File: config.mk
export PLATFORM = sky130hd
export DESIGN_NAME = tsogc_ctrl
export DESIGN_NICKNAME = d
export VERILOG_FILES = /design/src/core/tsogc_pkg.sv /design/src/core/tsogc_ctrl.sv
export SDC_FILE = /design/constraint.sdc
export NUM_CORES = 1
export LEC_CHECK = 0
export BUFFER_PORTS_ARGS = -buffer_cell sky130_fd_sc_hd__buf_2
export CAP_MARGIN = 20
export CORE_ASPECT_RATIO = 0.9
export CORE_MARGIN = 5
export CORE_UTILIZATION = 42
export CTS_BUF_LIST = sky130_fd_sc_hd__clkbuf_16
export CTS_CLUSTER_DIAMETER = 80
export DETAILED_ROUTE_END_ITERATION = 12
export GPL_ROUTABILITY_DRIVEN = 0
export PLACE_DENSITY_LB_ADDON = 0.25
export REMOVE_ABC_BUFFERS = 1
export SLEW_MARGIN = 20
export SYNTH_ARGS = -nofsm -noshare
export SYNTH_HDL_FRONTEND = slang
export SYNTH_SLANG_ARGS = --single-unit
File: constraint.sdc
create_clock -name aclk -period 4.67 [get_ports aclk]
set_clock_uncertainty 0.2 [all_clocks]
set_input_delay 0.2335 -clock aclk [delete_from_list [all_inputs] [get_ports aclk]]
set_output_delay 0.2335 -clock aclk [all_outputs]
set_load 0.01 [all_outputs]
File: src/core/tsogc_pkg.sv
/*
  Constants for the timer group-select and output gate control block.
  Assumes a 32-bit AXI4-Lite register bus with one word per register.
*/
// Function
// - Group bits for channels 4 and 3 make them join synchronous preset/clear.
// - Group bits 2..0 join channels 2..0 to the group; reset 0.
// - A channel with group bit 0 ignores other channels' presets and clears.
// - Group clear needs group bit and the channel's clear source selected.
// - Group register bits 5..3 read 0; software writes 0.
// - Six enable bits gate channel 3/4 waveforms onto pins; reset 0.
// - Enable register bits 7 and 6 read 1; software writes 1.
// - Output control bit 6 enables the period toggle output; reset 0.
// - Toggle and level settings act only in the two PWM modes.
// - Output control bit 1 selects reverse-phase level; reset 0.
// - Output control bit 0 selects positive-phase level; reset 0.
// - Output control bits 7 and 5..2 read 0; software writes 0.
// - Complementary mode: reverse phase holds initial level until dead time ends.
package tsogc_pkg;
  localparam int unsigned NCH  = 5;
  localparam int unsigned NPIN = 6;
  // ==========================================================
  // Register offsets
  localparam logic [7:0] GRP_OFF = 8'h00;
  localparam logic [7:0] OE_OFF  = 8'h04;
  localparam logic [7:0] OCR_OFF = 8'h08;
  // ==========================================================
  // Field positions and masks
  localparam int unsigned GRP_CH_E_BIT = 7;
  localparam int unsigned GRP_CH_D_BIT = 6;
  localparam int unsigned OCR_TOG_BIT  = 6;
  localparam int unsigned OCR_N_BIT    = 1;
  localparam int unsigned OCR_P_BIT    = 0;
  localparam logic [7:0]  GRP_WMASK    = 8'hC7;
  localparam logic [7:0]  OE_WMASK     = 8'h3F;
  localparam logic [7:0]  OCR_WMASK    = 8'h43;
  // ==========================================================
  // Reset and fixed values
  localparam logic [7:0] GRP_FIXED = 8'h00;
  localparam logic [7:0] OE_FIXED  = 8'hC0;
  localparam logic [7:0] OCR_FIXED = 8'h00;
  localparam logic [7:0] GRP_RST   = 8'h00;
  localparam logic [7:0] OE_RST    = 8'hC0;
  localparam logic [7:0] OCR_RST   = 8'h00;
  // ==========================================================
  // Bus responses
  localparam logic [1:0] RESP_OKAY   = 2'h0;
  localparam logic [1:0] RESP_SLVERR = 2'h2;
endpackage

File: src/core/tsogc_ctrl.sv
/*
  Group-select, pin master enable and PWM output control for a timer.
  Assumes timer requests and waveforms come from logic on aclk.
*/
// Chosen here: the address map and register access over AXI4-Lite.
`timescale 1ns/1ps
`default_nettype none
module tsogc_ctrl
  import tsogc_pkg::*;
#(
  parameter int unsigned ADDR_W = 8
)(
  // Clock and reset
  input  wire  logic              aclk,
  input  wire  logic              aresetn,
  // AXI4-Lite write
  input  wire  logic [ADDR_W-1:0] s_axi_awaddr,
  input  wire  logic              s_axi_awvalid,
  output logic                    s_axi_awready,
  input  wire  logic [31:0]       s_axi_wdata,
  input  wire  logic [3:0]        s_axi_wstrb,
  input  wire  logic              s_axi_wvalid,
  output logic                    s_axi_wready,
  output logic [1:0]              s_axi_bresp,
  output logic                    s_axi_bvalid,
  input  wire  logic              s_axi_bready,
  // AXI4-Lite read
  input  wire  logic [ADDR_W-1:0] s_axi_araddr,
  input  wire  logic              s_axi_arvalid,
  output logic                    s_axi_arready,
  output logic [31:0]             s_axi_rdata,
  output logic [1:0]              s_axi_rresp,
  output logic                    s_axi_rvalid,
  input  wire  logic              s_axi_rready,
  // Counter side
  input  wire  logic [NCH-1:0]    preset_req,
  input  wire  logic [NCH-1:0]    clear_req,
  input  wire  logic [NCH-1:0]    clear_source_sel,
  output logic [NCH-1:0]          ch_preset,
  output logic [NCH-1:0]          ch_clear,
  // Mode and waveform side
  input  wire  logic              pwm_mode,
  input  wire  logic              comp_mode,
  input  wire  logic              dead_time_done,
  input  wire  logic              period_tick,
  input  wire  logic [NPIN-1:0]   wave_act,
  input  wire  logic [NPIN-1:0]   wave_raw,
  // Pins
  output logic [NPIN-1:0]         wave_pin_o,
  output logic [NPIN-1:0]         wave_pin_oe_n,
  output logic                    period_toggle
);

  // ==========================================================
  // Helpers
  function automatic logic [7:0] reg_sel(input logic [7:0] a,
                                         input logic [7:0] g,
                                         input logic [7:0] o,
                                         input logic [7:0] c);
    reg_sel = (a == GRP_OFF) ? g : (a == OE_OFF) ? o : (a == OCR_OFF) ? c : 8'h00;
  endfunction

  function automatic logic mapped(input logic [7:0] a);
    mapped = (a == GRP_OFF) || (a == OE_OFF) || (a == OCR_OFF);
  endfunction

  // Another grouped channel raised the event
  function automatic logic from_group(input logic [NCH-1:0] ev,
                                      input logic [NCH-1:0] grp,
                                      input int unsigned    i);
    logic [NCH-1:0] others;
    others    = ev & grp;
    others[i] = 1'b0;
    from_group = grp[i] & (|others);
  endfunction

  // ==========================================================
  // Registers and bus state
  logic [7:0]        grp_q;
  logic [7:0]        oe_q;
  logic [7:0]        ocr_q;
  logic              aw_got_q;
  logic              w_got_q;
  logic [7:0]        waddr_q;
  logic [7:0]        wdata_q;
  logic              wstrb_q;
  logic [NCH-1:0]    grp_vec;
  logic              do_write;

  assign grp_vec  = {grp_q[GRP_CH_E_BIT], grp_q[GRP_CH_D_BIT], grp_q[2:0]};
  assign do_write = aw_got_q && w_got_q && !s_axi_bvalid;

  // ==========================================================
  // Write channels
  always_ff @(posedge aclk)
  begin
    if (!aresetn)
    begin
      aw_got_q      <= 1'b0;
      w_got_q       <= 1'b0;
      waddr_q       <= 8'h00;
      wdata_q       <= 8'h00;
      wstrb_q       <= 1'b0;
      s_axi_awready <= 1'b1;
      s_axi_wready  <= 1'b1;
      s_axi_bvalid  <= 1'b0;
      s_axi_bresp   <= RESP_OKAY;
    end
    else
    begin
      if (s_axi_awvalid && s_axi_awready)
      begin
        aw_got_q      <= 1'b1;
        waddr_q       <= 8'(s_axi_awaddr);
        s_axi_awready <= 1'b0;
      end
      if (s_axi_wvalid && s_axi_wready)
      begin
        w_got_q      <= 1'b1;
        wdata_q      <= s_axi_wdata[7:0];
        wstrb_q      <= s_axi_wstrb[0];
        s_axi_wready <= 1'b0;
      end
      if (do_write)
      begin
        aw_got_q     <= 1'b0;
        w_got_q      <= 1'b0;
        s_axi_bvalid <= 1'b1;
        s_axi_bresp  <= mapped(waddr_q) ? RESP_OKAY : RESP_SLVERR;
      end
      if (s_axi_bvalid && s_axi_bready)
      begin
        s_axi_bvalid  <= 1'b0;
        s_axi_awready <= 1'b1;
        s_axi_wready  <= 1'b1;
      end
    end
  end

  // ==========================================================
  // Register file; fixed bits never take write data
  always_ff @(posedge aclk)
  begin
    if (!aresetn)
    begin
      grp_q <= GRP_RST;
      oe_q  <= OE_RST;
      ocr_q <= OCR_RST;
    end
    else if (do_write && wstrb_q)
    begin
      if (waddr_q == GRP_OFF)
        grp_q <= (wdata_q & GRP_WMASK) | GRP_FIXED;
      if (waddr_q == OE_OFF)
        oe_q <= (wdata_q & OE_WMASK) | OE_FIXED;
      if (waddr_q == OCR_OFF)
        ocr_q <= (wdata_q & OCR_WMASK) | OCR_FIXED;
    end
  end

  // ==========================================================
  // Read channel
  always_ff @(posedge aclk)
  begin
    if (!aresetn)
    begin
      s_axi_arready <= 1'b1;
      s_axi_rvalid  <= 1'b0;
      s_axi_rdata   <= 32'h0000_0000;
      s_axi_rresp   <= RESP_OKAY;
    end
    else if (s_axi_arvalid && s_axi_arready)
    begin
      s_axi_arready <= 1'b0;
      s_axi_rvalid  <= 1'b1;
      s_axi_rdata   <= {24'h00_0000, reg_sel(8'(s_axi_araddr), grp_q, oe_q, ocr_q)};
      s_axi_rresp   <= mapped(8'(s_axi_araddr)) ? RESP_OKAY : RESP_SLVERR;
    end
    else if (s_axi_rvalid && s_axi_rready)
    begin
      s_axi_rvalid  <= 1'b0;
      s_axi_arready <= 1'b1;
    end
  end

  // ==========================================================
  // Synchronous preset and clear
  always_ff @(posedge aclk)
  begin
    if (!aresetn)
    begin
      ch_preset <= '0;
      ch_clear  <= '0;
    end
    else
    begin
      for (int unsigned i = 0; i < NCH; i++)
      begin
        ch_preset[i] <= preset_req[i] | from_group(preset_req, grp_vec, i);
        ch_clear[i]  <= clear_req[i]
                      | (clear_source_sel[i] & from_group(clear_req, grp_vec, i));
      end
    end
  end

  // ==========================================================
  // Pin gating and output levels
  logic [NPIN-1:0] act_eff;
  logic [NPIN-1:0] lvl_sel;
  logic [NPIN-1:0] pin_d;

  // Pins 2..0 positive phase, pins 5..3 reverse phase
  assign lvl_sel = {{3{ocr_q[OCR_N_BIT]}}, {3{ocr_q[OCR_P_BIT]}}};
  assign act_eff = {wave_act[5:3] & {3{!comp_mode || dead_time_done}}, wave_act[2:0]};
  assign pin_d   = pwm_mode ? ((act_eff & lvl_sel) | (~act_eff & ~lvl_sel)) : wave_raw;

  always_ff @(posedge aclk)
  begin
    if (!aresetn)
    begin
      wave_pin_o    <= '0;
      wave_pin_oe_n <= '1;
    end
    else
    begin
      wave_pin_o    <= pin_d & oe_q[NPIN-1:0];
      wave_pin_oe_n <= ~oe_q[NPIN-1:0];
    end
  end

  // ==========================================================
  // Period toggle
  always_ff @(posedge aclk)
  begin
    if (!aresetn)
      period_toggle <= 1'b0;
    else if (!pwm_mode || !ocr_q[OCR_TOG_BIT])
      period_toggle <= 1'b0;
    else if (period_tick)
      period_toggle <= !period_toggle;
  end
endmodule
`default_nettype wire

# [After elaboration in Yosys (flattened, before gate mapping)]
# Cells that the tools add are included.
[word_totals] register_bits=73 out_inout_bits=64
[classes] eq_ne=4 mux=10 bitwise_logic=36 reduce_logical=38
[op_table] op="$reduce_or 4->1" count=10
[op_table] op="$and 6x6->6" count=3
[op_table] op="$not 6->6" count=3
[op_table] op="$eq 8x3->1 const B" count=2
[op_table] op="$eq 8x4->1 const B" count=2
[op_table] op="$logic_not 8->1" count=2
[op_table] op="$mux 8" count=2
[op_table] op="$and 1x1->1" count=15
[op_table] op="$and 5x5->5" count=2
[op_table] op="$or 1x1->1" count=10
[op_table] op="$logic_and 1x1->1" count=8
[op_table] op="$mux 7" count=1
[op_table] op="$logic_or 1x1->1" count=6
[op_table] op="$mux 6" count=1
[op_table] op="$or 6x6->6" count=1
[op_table] op="$reduce_and 2->1" count=3
[op_table] op="$reduce_or 2->1" count=3
[op_table] op="$logic_not 1->1" count=5
[op_table] op="$mux 1" count=4
[op_table] op="$mux 2" count=2
[op_table] op="$and 3x3->3" count=1
[op_table] op="$reduce_bool 2->1" count=1
[op_table] op="$not 1->1" count=1

# [Logic depth before layout (Yosys ltp)]
# Gate-level depths: netlist (run 1).
[depth] depth_word=8 mapped_depth=6 depth_no_buf=4

# [Least setup slack after synthesis (run 1)]
# Ideal clock, no wire load.
[synth_path] kind="input to register" start="input s_axi_araddr[5]" end="register s_axi_rdata[3]" setup_ps=87 arrival_time_ps=1280 path_slack_ps=3103 stages=4 path_cell_list="or4_4 -> nor3_4 -> nand3b_2 -> o31ai_1"
[synth_via] elab_chain_cells=3 elab_cells_between_ends=4 cone_classes="eq/ne: 1; mux: 2; reduce/logical: 1"
[synth_lines] element="start, declared" line="tsogc_ctrl.sv:28" source="input wire logic [ADDR_W-1:0] s_axi_araddr,"
[synth_lines] element="$eq 8x3->1" line="tsogc_ctrl.sv:60" source="reg_sel = (a == GRP_OFF) ? g : (a == OE_OFF) ? o : (a == OCR_OFF) ? c : 8'h00;"
[synth_lines] element="$mux 8" line="tsogc_ctrl.sv:60"
[synth_lines] element="$mux 8 *" line="tsogc_ctrl.sv:60"
[synth_lines] element="end signal, assigned" line="tsogc_ctrl.sv:176" source="s_axi_rdata <= {24'h00_0000, reg_sel(8'(s_axi_araddr), grp_q, oe_q, ocr_q)};"
[synth_lines] element="end, declared" line="tsogc_ctrl.sv:31" source="output logic [31:0] s_axi_rdata,"
# Every way passes the cells marked *; elsewhere a longest branch is shown, timed or not.
# A chain may end at the register's enable or synchronous reset.

# [Final worst setup path (run 1)]
[layout_path] start="register waddr_q[7]" end="register oe_q[5]"
[layout_via] elab_chain_cells=2
[layout_lines] element="start, declared" line="tsogc_ctrl.sv:84" source="logic [7:0] waddr_q;"
[layout_lines] element="start signal, assigned" line="tsogc_ctrl.sv:114" source="waddr_q <= 8'(s_axi_awaddr);"
[layout_lines] element="$eq 8x3->1" line="tsogc_ctrl.sv:154" source="if (waddr_q == OE_OFF)"
[layout_lines] element="$reduce_and 2->1 (no source line)"
[layout_lines] element="end signal, assigned" line="tsogc_ctrl.sv:155" source="oe_q <= (wdata_q & OE_WMASK) | OE_FIXED;"
[layout_lines] element="end, declared" line="tsogc_ctrl.sv:80" source="logic [7:0] oe_q;"
# Every way passes these cells.

==> flow_metrics.py, run 1 <==
metrics = {
    "cts": {
        "cts_buffers": 9,
        "post_cts_resized": 0,
        "clock_latency_ns": 0.33,
        "cts-htree-levels": 3,
        "cts_max_path_buffers": 2,
        "cts.clk_slew.worst_paths_ns": 0.06,
        "cts_num_sinks": 71,
        "cts_post_setup_buffers_inserted": 0,
        "ctsRootBufferMaster": "sky130_fd_sc_hd__clkbuf_16",
        "cts_tree": "built",
    },
    "finish": {
        "areaGrowthSynthToFinish_pct": 33.8,
        "nets": 564,
        "area.sequential_mm2": 0.00142,
        "finalNonFillerCells": 572,
        "drive_above_1_share_pct": 25.5,
        "multi_input_area_mm2": 0.00139,
        "antennaDiodeCount": 0,
        "number_of_filler_cells_placed_in_the_layout": 653,
    },
    "setup_path": {
        "worst_setup_path_start_kind": "flop",
        "end_kind": "flop",
        "cp_data_arrival_time_ns": 1.86,
        "critPathRequiredTime_ns": 4.66,
        "critical_path_class": "reg2reg",
        "worstPathMaxFanout": 12,
    },
    "timing": {
        "tightest_slew_ns": 0.652,
        "grt_setup_unrepaired": "no",
        "timing_hold_violations_final": 0,
        "min_period_over_period_pct": 39.9,
        "maxClockFrequency_mhz": 537,
        "setup_viol_count_final": 0,
        "tns_ns": 0,
        "maxSlewHeadroom_pct": 56.5,
        "slew_violations": 0,
        "post-route-min-period_ns": 1.86,
    },
    "outcome": {
        "outcome": "finished clean",
    },
    "floorplanning": {
        "dieHeight_um": 90.7,
        "fp.coreArea_mm2": 0.00704,
        "die_w_um": 99.7,
        "start_util_pct": 43.2,
        "die_area_mm2": 0.00904,
        "i_o_pin_total": 154,
        "placement_row_count": 29,
    },
    "yosys": {
        "synth_top_area_share_pct": 46.8,
        "synth_commonest_cells": "71 x sky130_fd_sc_hd__dfxtp_1, 57 x sky130_fd_sc_hd__nand2_1, 28 x sky130_fd_sc_hd__o21ai_0",
        "synth_most_common_cell": "sky130_fd_sc_hd__dfxtp_1",
        "post_synth_edffs": 0,
        "async_flop_share_pct": 0,
        "synth_area_per_cell_um2": 8.68,
        "netlist_area_mm2": 0.00304,
        "synth.largest_area_cell": "sky130_fd_sc_hd__dfxtp_1",
        "yosysSeqAreaShare_pct": 46.8,
        "syn-instance-count": 350,
        "postSynthRegisterBits": 71,
        "count_of_unique_library_cells_instantiated_by_yosys": 36,
        "synth_warnings": 0,
        "post_synth_main_area_contributors": "sky130_fd_sc_hd__dfxtp_1 47%, sky130_fd_sc_hd__nand2_1 7.0%, sky130_fd_sc_hd__buf_4 6.4%, sky130_fd_sc_hd__a21boi_0 4.9%, sky130_fd_sc_hd__o21ai_0 4.6%",
        "synthFlopType": "sky130_fd_sc_hd__dfxtp_1",
    },
    "route": {
        "first_iter_violations": 152,
        "finalWirelength_um": 7220,
        "vias_per_instance": 4.76,
        "postRouteAntennaNets": 0,
        "detailed_route_via_count": 2723,
        "drt_pass1_iterations": 6,
        "routed_wire_length_per_instance_um": 12.6,
        "drt_drc_violations_left": 0,
    },
    "global_routing": {
        "first_global_vias": 2482,
        "grt_first_pass_wirelength_um": 11700,
        "grt_total_ovfl": 0,
        "groute.usage.overall_pct": 15.8,
        "largest_net_degree_at_the_start_of_global_routing": 44,
        "antenna_found_initial": 0,
    },
    "placed_design": {
        "detailed_place_hpwl_um": 5020,
        "placed_cells": 521,
        "io_buffers": 100,
    },
    "power_and_ir_drop": {
        "power.ir.vdd_worst_mv": 0.193,
        "static_leakage_nw": 1.77,
        "power_density_mw_per_mm2": 341,
    },
    "job": {
        "max_cap_viols": 0,
    },
    "worst_hold_path": {
        "worst_hold_path_type": "in2reg",
    },
}
==> layout make-up <==
class / count / share of cell area (%)
clock buffer: 9 / 5.54
sequential: 71 / 35.0
tap: 93 / 2.86
timing repair buffer: 136 / 21.1
inverter: 2 / 0.185
multi-input combinational: 254 / 34.2
clock inverter: 7 / 1.20
==> cells by family after synthesis <==
kind of cell | after synthesis | synth area share, %
DFF | 71 | 46.8
other | 1 | 0.123
and+or+nand+nor | 126 | 20.4
muxes | 6 | 1.98
buffers and inverters | 50 | 10.6
xor gates and xnor gates | 4 | 1.15
AOI/OAI and AO/OA | 92 | 18.9
==> routing by layer <==
metal	global-route usage [%]	part of all wire, %	vias to the layer above	wire length, µm
li1	-	-	1412	-
met1	20.3	45	1192	3280
met2	25.4	46	111	3290
met3	4.02	7.7	8	556
met4	6.03	1.3	0	92
met5	0	0	-	0
==> stage by stage <==
step	power, mW	worst slack [ns]	hold slack [ns]	cell area, µm²	util (%)
detailed placement	0.763	2.78	0.230	3440	48.9
CTS	1.41	2.77	0.00124	4070	57.8
finish	1.39	2.81	0.0155	4070	57.8
global placement	0.761	2.83	0.219	3440	48.9
floorplan	0.703	3.10	0.110	2820	-
global route	1.45	2.55	0.0303	4070	57.8
==> where the power goes <==
| part | internal, mW | leakage, nW | switching (mW) |
|---|---|---|---|
| sequential | 0.624 | 0.579 | 0.0112 |
| clock | 0.359 | 0.136 | 0.255 |
| combinational | 0.0666 | 1.05 | 0.0715 |
| total | 1.05 | 1.77 | 0.338 |
==> layout by cell type, fill, tap and decap left out, drive strengths merged, types with 3 or more instances in the layout <==
cell type    synthesis  final
buf                 28    101
dfxtp               71     71
nand2               57     57
dlygate4sd3          0     35
o21ai               28     28
nand3               27     27
conb                 1     26
a21oi               25     25
a21boi              20     20
nor2                10     10
clkbuf              20      9
mux2i                6      6
nor2b                6      6
nand2b               6      6
a222oi               5      5
o21a                 5      5
clkinv               0      5
nand4                4      4
xnor2                4      4
and3                 4      4
o31ai                3      3
and3b                3      3
nor3                 3      3
inv                  2      3
==> repair_timing <==
action,CTS,global route
setup endpoints to repair,0,0
hold endpoints to repair,33,0
hold buffers,35,0
==> state kept, by name, indices dropped and copies added, names as in the netlist <==
register and count:
period_toggle 1, ocr_q 3, wdata_q 8, wstrb_q 1, w_got_q 1, s_axi_awready 1
grp_q 5, s_axi_rdata 8, ch_clear 5, s_axi_bvalid 1, waddr_q 8, wave_pin_o 6
aw_got_q 1, s_axi_rresp 1, oe_q 6, ch_preset 5, s_axi_arready 1, s_axi_wready 1
wave_pin_oe_n 6, s_axi_bresp 1, s_axi_rvalid 1
==> path summary, 6_finish.rpt <==
check	startpoint	to	slack, ns	depth (start not counted)
worst min register to register	oe_q[1]	wave_pin_oe_n[1]	0.24	1
worst max-delay path	waddr_q[7]	oe_q[5]	2.81	4
worst min-delay path	s_axi_awaddr[3]	waddr_q[3]	0.02	3
worst max register to register	waddr_q[7]	oe_q[5]	2.81	4
==> critical path, cell delays in order (launching register included) <==
cell and delay [ns]:
sky130_fd_sc_hd__dfxtp_1 0.32, sky130_fd_sc_hd__nor4_2 0.43, sky130_fd_sc_hd__nand4_1 0.47, sky130_fd_sc_hd__nand3_1 0.22, sky130_fd_sc_hd__o21ai_0 0.09
No activity file was read; power rests on OpenSTA's default activity.
==> run 2, diff against run 1 <==
Clock period 4.67 ns to 1.9 ns, I/O delays scaled along.
==> run 2 against run 1 <==
The flow now finishes with violations (setup timing). Highest routed layer unchanged. Sequential share of layout area down 3.7 points. Die area unchanged. Largest power group is now clock. First-iteration DRC count up 49%.
==> flow_metrics.py, run 2 (synthesis results as in run 1) <==
metrics = {
    "cts": {
        "ctsRootBufferMaster": "sky130_fd_sc_hd__clkbuf_16",
        "cts_max_path_buffers": 2,
        "cts_num_sinks": 71,
        "cts_tree": "built",
        "cts.clk_slew.worst_paths_ns": 0.05,
        "cts-htree-levels": 3,
        "cts_buffers": 9,
        "clock_latency_ns": 0.33,
    },
    "power_and_ir_drop": {
        "pwr-share-clk_pct": 48.7,
        "power_density_mw_per_mm2": 846,
        "intPower_mw": 3.03,
        "power.sequential.fraction_pct": 40.5,
        "static_leakage_nw": 1.96,
        "power.ir.vdd_worst_mv": 0.669,
        "p_sw_uw": 827,
        "switching_share_pct": 21.4,
        "comb_power_share_pct": 10.7,
    },
    "setup_path": {
        "timing.rr.start": "grp_q[1]",
        "reg2reg_slack_ns": 0.08,
        "critPathRequiredTime_ns": 1.91,
        "critical_path_startpoint": "preset_req[1]",
        "cp_common_cell": "sky130_fd_sc_hd__dlygate4sd3_1",
        "cp_data_arrival_time_ns": 1.92,
        "worst_setup_path_start_kind": "primary input",
        "critical_path_class": "in2reg",
        "end_kind": "flop",
        "critical-path-slowest-cell": "sky130_fd_sc_hd__dlygate4sd3_1",
        "cp_slowest_stage_delay_ns": 0.57,
        "critical_path.cell_chain": "dlygate4sd3_1 > buf_2 > a222oi_1 > a21oi_1 > dlygate4sd3_1",
        "worstPathMaxFanout": 5,
    },
    "placed_design": {
        "detailed_place_hpwl_um": 5270,
        "place_worst_setup_slack_ns": 0.151,
        "io_buffers": 100,
        "postPlaceCellArea_mm2": 0.00348,
        "placed_cells": 524,
    },
    "timing": {
        "setup_viol_count_final": 1,
        "maxClockFrequency_mhz": 525,
        "tns_ns": -0.00403,
        "grt_setup_unrepaired": "no",
        "setup_slack_ns": -0.00403,
        "timing_hold_violations_final": 0,
        "slew_violations": 0,
        "post-route-min-period_ns": 1.90,
        "min_period_over_period_pct": 100,
    },
    "finish": {
        "post_layout_inst_area_mm2": 0.00456,
        "most_frequent_standard_cell_in_the_layout_excluding_fill_and_tap_cells": "sky130_fd_sc_hd__buf_2",
        "top_regs": "s_axi_rdata: 8 flops, waddr_q: 8 flops, wdata_q: 8 flops",
        "layout_common_cells": "100 x sky130_fd_sc_hd__buf_2, 73 x sky130_fd_sc_hd__dlygate4sd3_1, 68 x sky130_fd_sc_hd__dfxtp_1, 56 x sky130_fd_sc_hd__nand2_1, 28 x sky130_fd_sc_hd__o21ai_0",
        "areaGrowthSynthToFinish_pct": 50.0,
        "finish.utilization_pct": 64.8,
        "finalNonFillerCells": 614,
        "drive_above_1_share_pct": 24.8,
        "antennaDiodeCount": 0,
        "nets": 606,
    },
    "floorplanning": {
        "fp.coreArea_mm2": 0.00704,
        "die_area_mm2": 0.00904,
        "i_o_pin_total": 154,
        "die_w_um": 99.7,
        "start_util_pct": 43.2,
        "dieHeight_um": 90.7,
        "placement_row_count": 29,
    },
    "worst_hold_path": {
        "min_from": "aresetn",
        "worst_hold_path_type": "in2reg",
    },
    "route": {
        "finalWirelength_um": 8150,
        "routed_wire_length_per_instance_um": 13.3,
        "vias_per_instance": 4.81,
        "detailed_route_via_count": 2951,
        "drt_drc_violations_left": 0,
        "drt_pass1_iterations": 5,
        "postRouteAntennaNets": 0,
        "first_iter_violations": 227,
    },
    "global_routing": {
        "groute.usage.overall_pct": 17.8,
        "antenna_found_initial": 0,
        "grt_total_ovfl": 0,
        "grt_first_pass_wirelength_um": 13000,
        "largest_net_degree_at_the_start_of_global_routing": 41,
        "first_global_vias": 2869,
    },
    "outcome": {
        "outcome": "finished, violations left",
        "failed_checks": "setup timing",
    },
    "job": {
        "max_cap_viols": 0,
    },
}
## run 2: cell count changes in the layout (fill, tap and decap cells not counted), moves of 2 or more
cell,change
sky130_fd_sc_hd__buf_4,+3
sky130_fd_sc_hd__bufinv_16,+3
sky130_fd_sc_hd__clkinv_4,-2
sky130_fd_sc_hd__dfxtp_1,-3
sky130_fd_sc_hd__dfxtp_2,+3
sky130_fd_sc_hd__dlygate4sd3_1,+38
## run 2: worst paths after layout
path	endpoint	depth (start not counted)
setup / recovery	ch_preset[4]	5
hold / removal	wave_pin_oe_n[1]	2
setup reg to reg	ch_preset[4]	3
hold reg to reg	wave_pin_oe_n[2]	1
## run 2: power by group through the flow
stage | Combinational [mW] | Clock, mW | Sequential [mW]
4_1_cts | 0.406 | 1.91 | 1.56
6_report | 0.414 | 1.88 | 1.56
2_1_floorplan | 0.127 | 0 | 1.60
5_1_grt | 0.458 | 1.98 | 1.57
3_5_place_dp | 0.291 | 0 | 1.59
3_3_place_gp | 0.286 | 0 | 1.59
## run 2: routing by layer
metal / GRT usage (%) / vias up / share of wire [%]
met5: 0 / - / 0
met4: 6.71 / 0 / 1.8
met3: 5.56 / 18 / 7.5
met2: 30.9 / 135 / 49
met1: 20.1 / 1300 / 42
li1: - / 1498 / -
## run 2: final cells by class
| class | instances | area [µm²] |
|---|---|---|
| Fill cell | 600 | 2480 |
| Sequential cell | 71 | 1430 |
| Multi-Input combinational cell | 254 | 1390 |
| Timing Repair Buffer | 178 | 1280 |
| Clock buffer | 9 | 225 |
| Tap cell | 93 | 116 |
| Clock inverter | 7 | 111 |
| Inverter | 2 | 7.51 |
## run 2: timing repair
item,4_1_cts,5_1_grt
hold buffers,73,0
endpoints found under the setup margin,0,7
endpoints found under the hold margin,47,0
resized for setup,0,4
buffers inserted,0,1
## run 2: through the flow
| stage | power (mW) | hold WS [ns] |
|---|---|---|
| 6_report | 3.85 | 0.0205 |
| 5_1_grt | 4.01 | 0.0379 |
| 4_1_cts | 3.88 | 0.0111 |
| 3_5_place_dp | 1.89 | 0.118 |
| 3_3_place_gp | 1.88 | 0.104 |
| 2_1_floorplan | 1.73 | -0.0288 |
## run 2: critical path, delay by kind of cell
| kind | cells | cell delay, ns |
|---|---|---|
| AO/OA/AOI/OAI | 2 | 0.57 |
| buffers and inverters | 3 | 1.24 |
==> run 3, diff against run 2 <==
Settings changed: CORE_UTILIZATION 42 to 40.
==> run 3 against run 2 <==
The run now ends clean. Largest cell class unchanged. Non-clock buffer count is 2 higher. Power is 6.8% lower. Final cell count is 0.65% higher. Combinational power is 3% higher. Sequential share of layout area hardly changed.
==> flow_metrics.py, run 3 (synthesis results as in run 1) <==
metrics = {
    "finish": {
        "layout_common_cells": "99 x sky130_fd_sc_hd__buf_2, 72 x sky130_fd_sc_hd__dlygate4sd3_1, 71 x sky130_fd_sc_hd__dfxtp_1, 56 x sky130_fd_sc_hd__nand2_1, 28 x sky130_fd_sc_hd__o21ai_0",
        "finalNonFillerCells": 618,
        "drive_above_1_share_pct": 24.5,
        "antennaDiodeCount": 0,
        "most_frequent_standard_cell_in_the_layout_excluding_fill_and_tap_cells": "sky130_fd_sc_hd__buf_2",
        "nets": 608,
        "post_layout_inst_area_mm2": 0.00454,
        "finish.utilization_pct": 60.8,
        "top_regs": "s_axi_rdata: 8 flops, waddr_q: 8 flops, wdata_q: 8 flops",
        "areaGrowthSynthToFinish_pct": 49.4,
    },
    "route": {
        "vias_per_instance": 4.74,
        "finalWirelength_um": 8280,
        "postRouteAntennaNets": 0,
        "drt_pass1_iterations": 4,
        "drt_drc_violations_left": 0,
        "first_iter_violations": 168,
        "detailed_route_via_count": 2927,
        "routed_wire_length_per_instance_um": 13.4,
    },
    "floorplanning": {
        "fp.coreArea_mm2": 0.00747,
        "die_area_mm2": 0.00944,
        "start_util_pct": 40.7,
        "dieHeight_um": 92.7,
        "placement_row_count": 30,
        "i_o_pin_total": 154,
        "die_w_um": 102,
    },
    "cts": {
        "cts-htree-levels": 3,
        "cts_max_path_buffers": 2,
        "cts_tree": "built",
        "clock_latency_ns": 0.33,
        "cts_num_sinks": 71,
        "ctsRootBufferMaster": "sky130_fd_sc_hd__clkbuf_16",
        "cts_buffers": 9,
        "cts.clk_slew.worst_paths_ns": 0.06,
    },
    "global_routing": {
        "first_global_vias": 2876,
        "grt_first_pass_wirelength_um": 13100,
        "groute.usage.overall_pct": 17.4,
        "grt_total_ovfl": 0,
        "largest_net_degree_at_the_start_of_global_routing": 51,
        "antenna_found_initial": 0,
    },
    "worst_hold_path": {
        "worst_hold_path_type": "in2reg",
    },
    "setup_path": {
        "critPathRequiredTime_ns": 1.97,
        "end_kind": "flop",
        "worst_setup_path_start_kind": "primary input",
        "worstPathMaxFanout": 25,
        "cp_data_arrival_time_ns": 1.86,
        "critical_path_class": "in2reg",
    },
    "placed_design": {
        "detailed_place_hpwl_um": 5390,
        "postPlaceCellArea_mm2": 0.00348,
        "placed_cells": 527,
        "place_worst_setup_slack_ns": 0.167,
        "io_buffers": 100,
    },
    "power_and_ir_drop": {
        "static_leakage_nw": 1.96,
        "power_density_mw_per_mm2": 791,
        "totalPowerFinal_mw": 3.59,
        "power.ir.vdd_worst_mv": 0.451,
    },
    "timing": {
        "tns_ns": 0,
        "min_period_over_period_pct": 93.8,
        "grt_setup_unrepaired": "no",
        "post-route-min-period_ns": 1.78,
        "hold-worst-slack_ns": 0.0655,
        "maxClockFrequency_mhz": 561,
        "timing_hold_violations_final": 0,
        "setup_viol_count_final": 0,
        "slew_violations": 0,
        "setup_slack_ns": 0.117,
    },
    "outcome": {
        "outcome": "finished clean",
    },
    "job": {
        "max_cap_viols": 0,
    },
}
## run 3: changes by cell type in the layout (fill, tap and decap cells not counted), moves of 2 or more
cell / delta
sky130_fd_sc_hd__dfxtp_2: -3
sky130_fd_sc_hd__dfxtp_1: +3
sky130_fd_sc_hd__bufinv_16: -2
sky130_fd_sc_hd__buf_4: +2
## run 3: what timing repair did
action	CTS	global route
hold endpoints to repair	48	0
hold buffers	72	0
gates resized for setup	0	3
setup buffers	0	3
endpoints found under the setup margin	0	12
## run 3: worst max-delay path, cell delays in order
cell and delay [ns]:
sky130_fd_sc_hd__dlygate4sd3_1 0.53, sky130_fd_sc_hd__clkbuf_4 0.24, sky130_fd_sc_hd__buf_12 0.19, sky130_fd_sc_hd__nand2_1 0.11, sky130_fd_sc_hd__a21oi_1 0.13, sky130_fd_sc_hd__dlygate4sd3_1 0.55
## run 3: power breakdown
| part | switching, mW | leakage (nW) | internal, mW |
|---|---|---|---|
| clock network | 0.607 | 0.135 | 1.00 |
| registers | 0.0249 | 0.579 | 1.53 |
| logic | 0.200 | 1.24 | 0.225 |
## run 3: worst paths after layout
kind                              startpoint          endpoint  cells after the start  slack [ns]
worst max register to register      grp_q[1]       ch_clear[2]                      5        0.14
worst min register to register       oe_q[2]  wave_pin_oe_n[2]                      1        0.23
worst max-delay path                 aresetn     wave_pin_o[4]                      6        0.12
worst min-delay path            clear_req[2]       ch_clear[4]                      4        0.07
## run 3: layout make-up
| cell class | instances | area (µm²) |
|---|---|---|
| clock buffers | 9 | 225 |
| well taps | 96 | 120 |
| clock inverters | 6 | 62.6 |
| flip-flops and latches | 71 | 1420 |
| multi-input cells | 254 | 1390 |
| fillers | 663 | 2930 |
| inverters | 2 | 7.51 |
| repair buffers | 180 | 1310 |
## run 3: per-layer routing
layer | vias to the layer above | global-route usage (%) | wire [µm]
met4 | 0 | 4.81 | 91
met1 | 1327 | 20.4 | 3400
met3 | 10 | 5.12 | 591
met5 | - | 0 | 0
li1 | 1499 | - | -
met2 | 91 | 30.6 | 4200
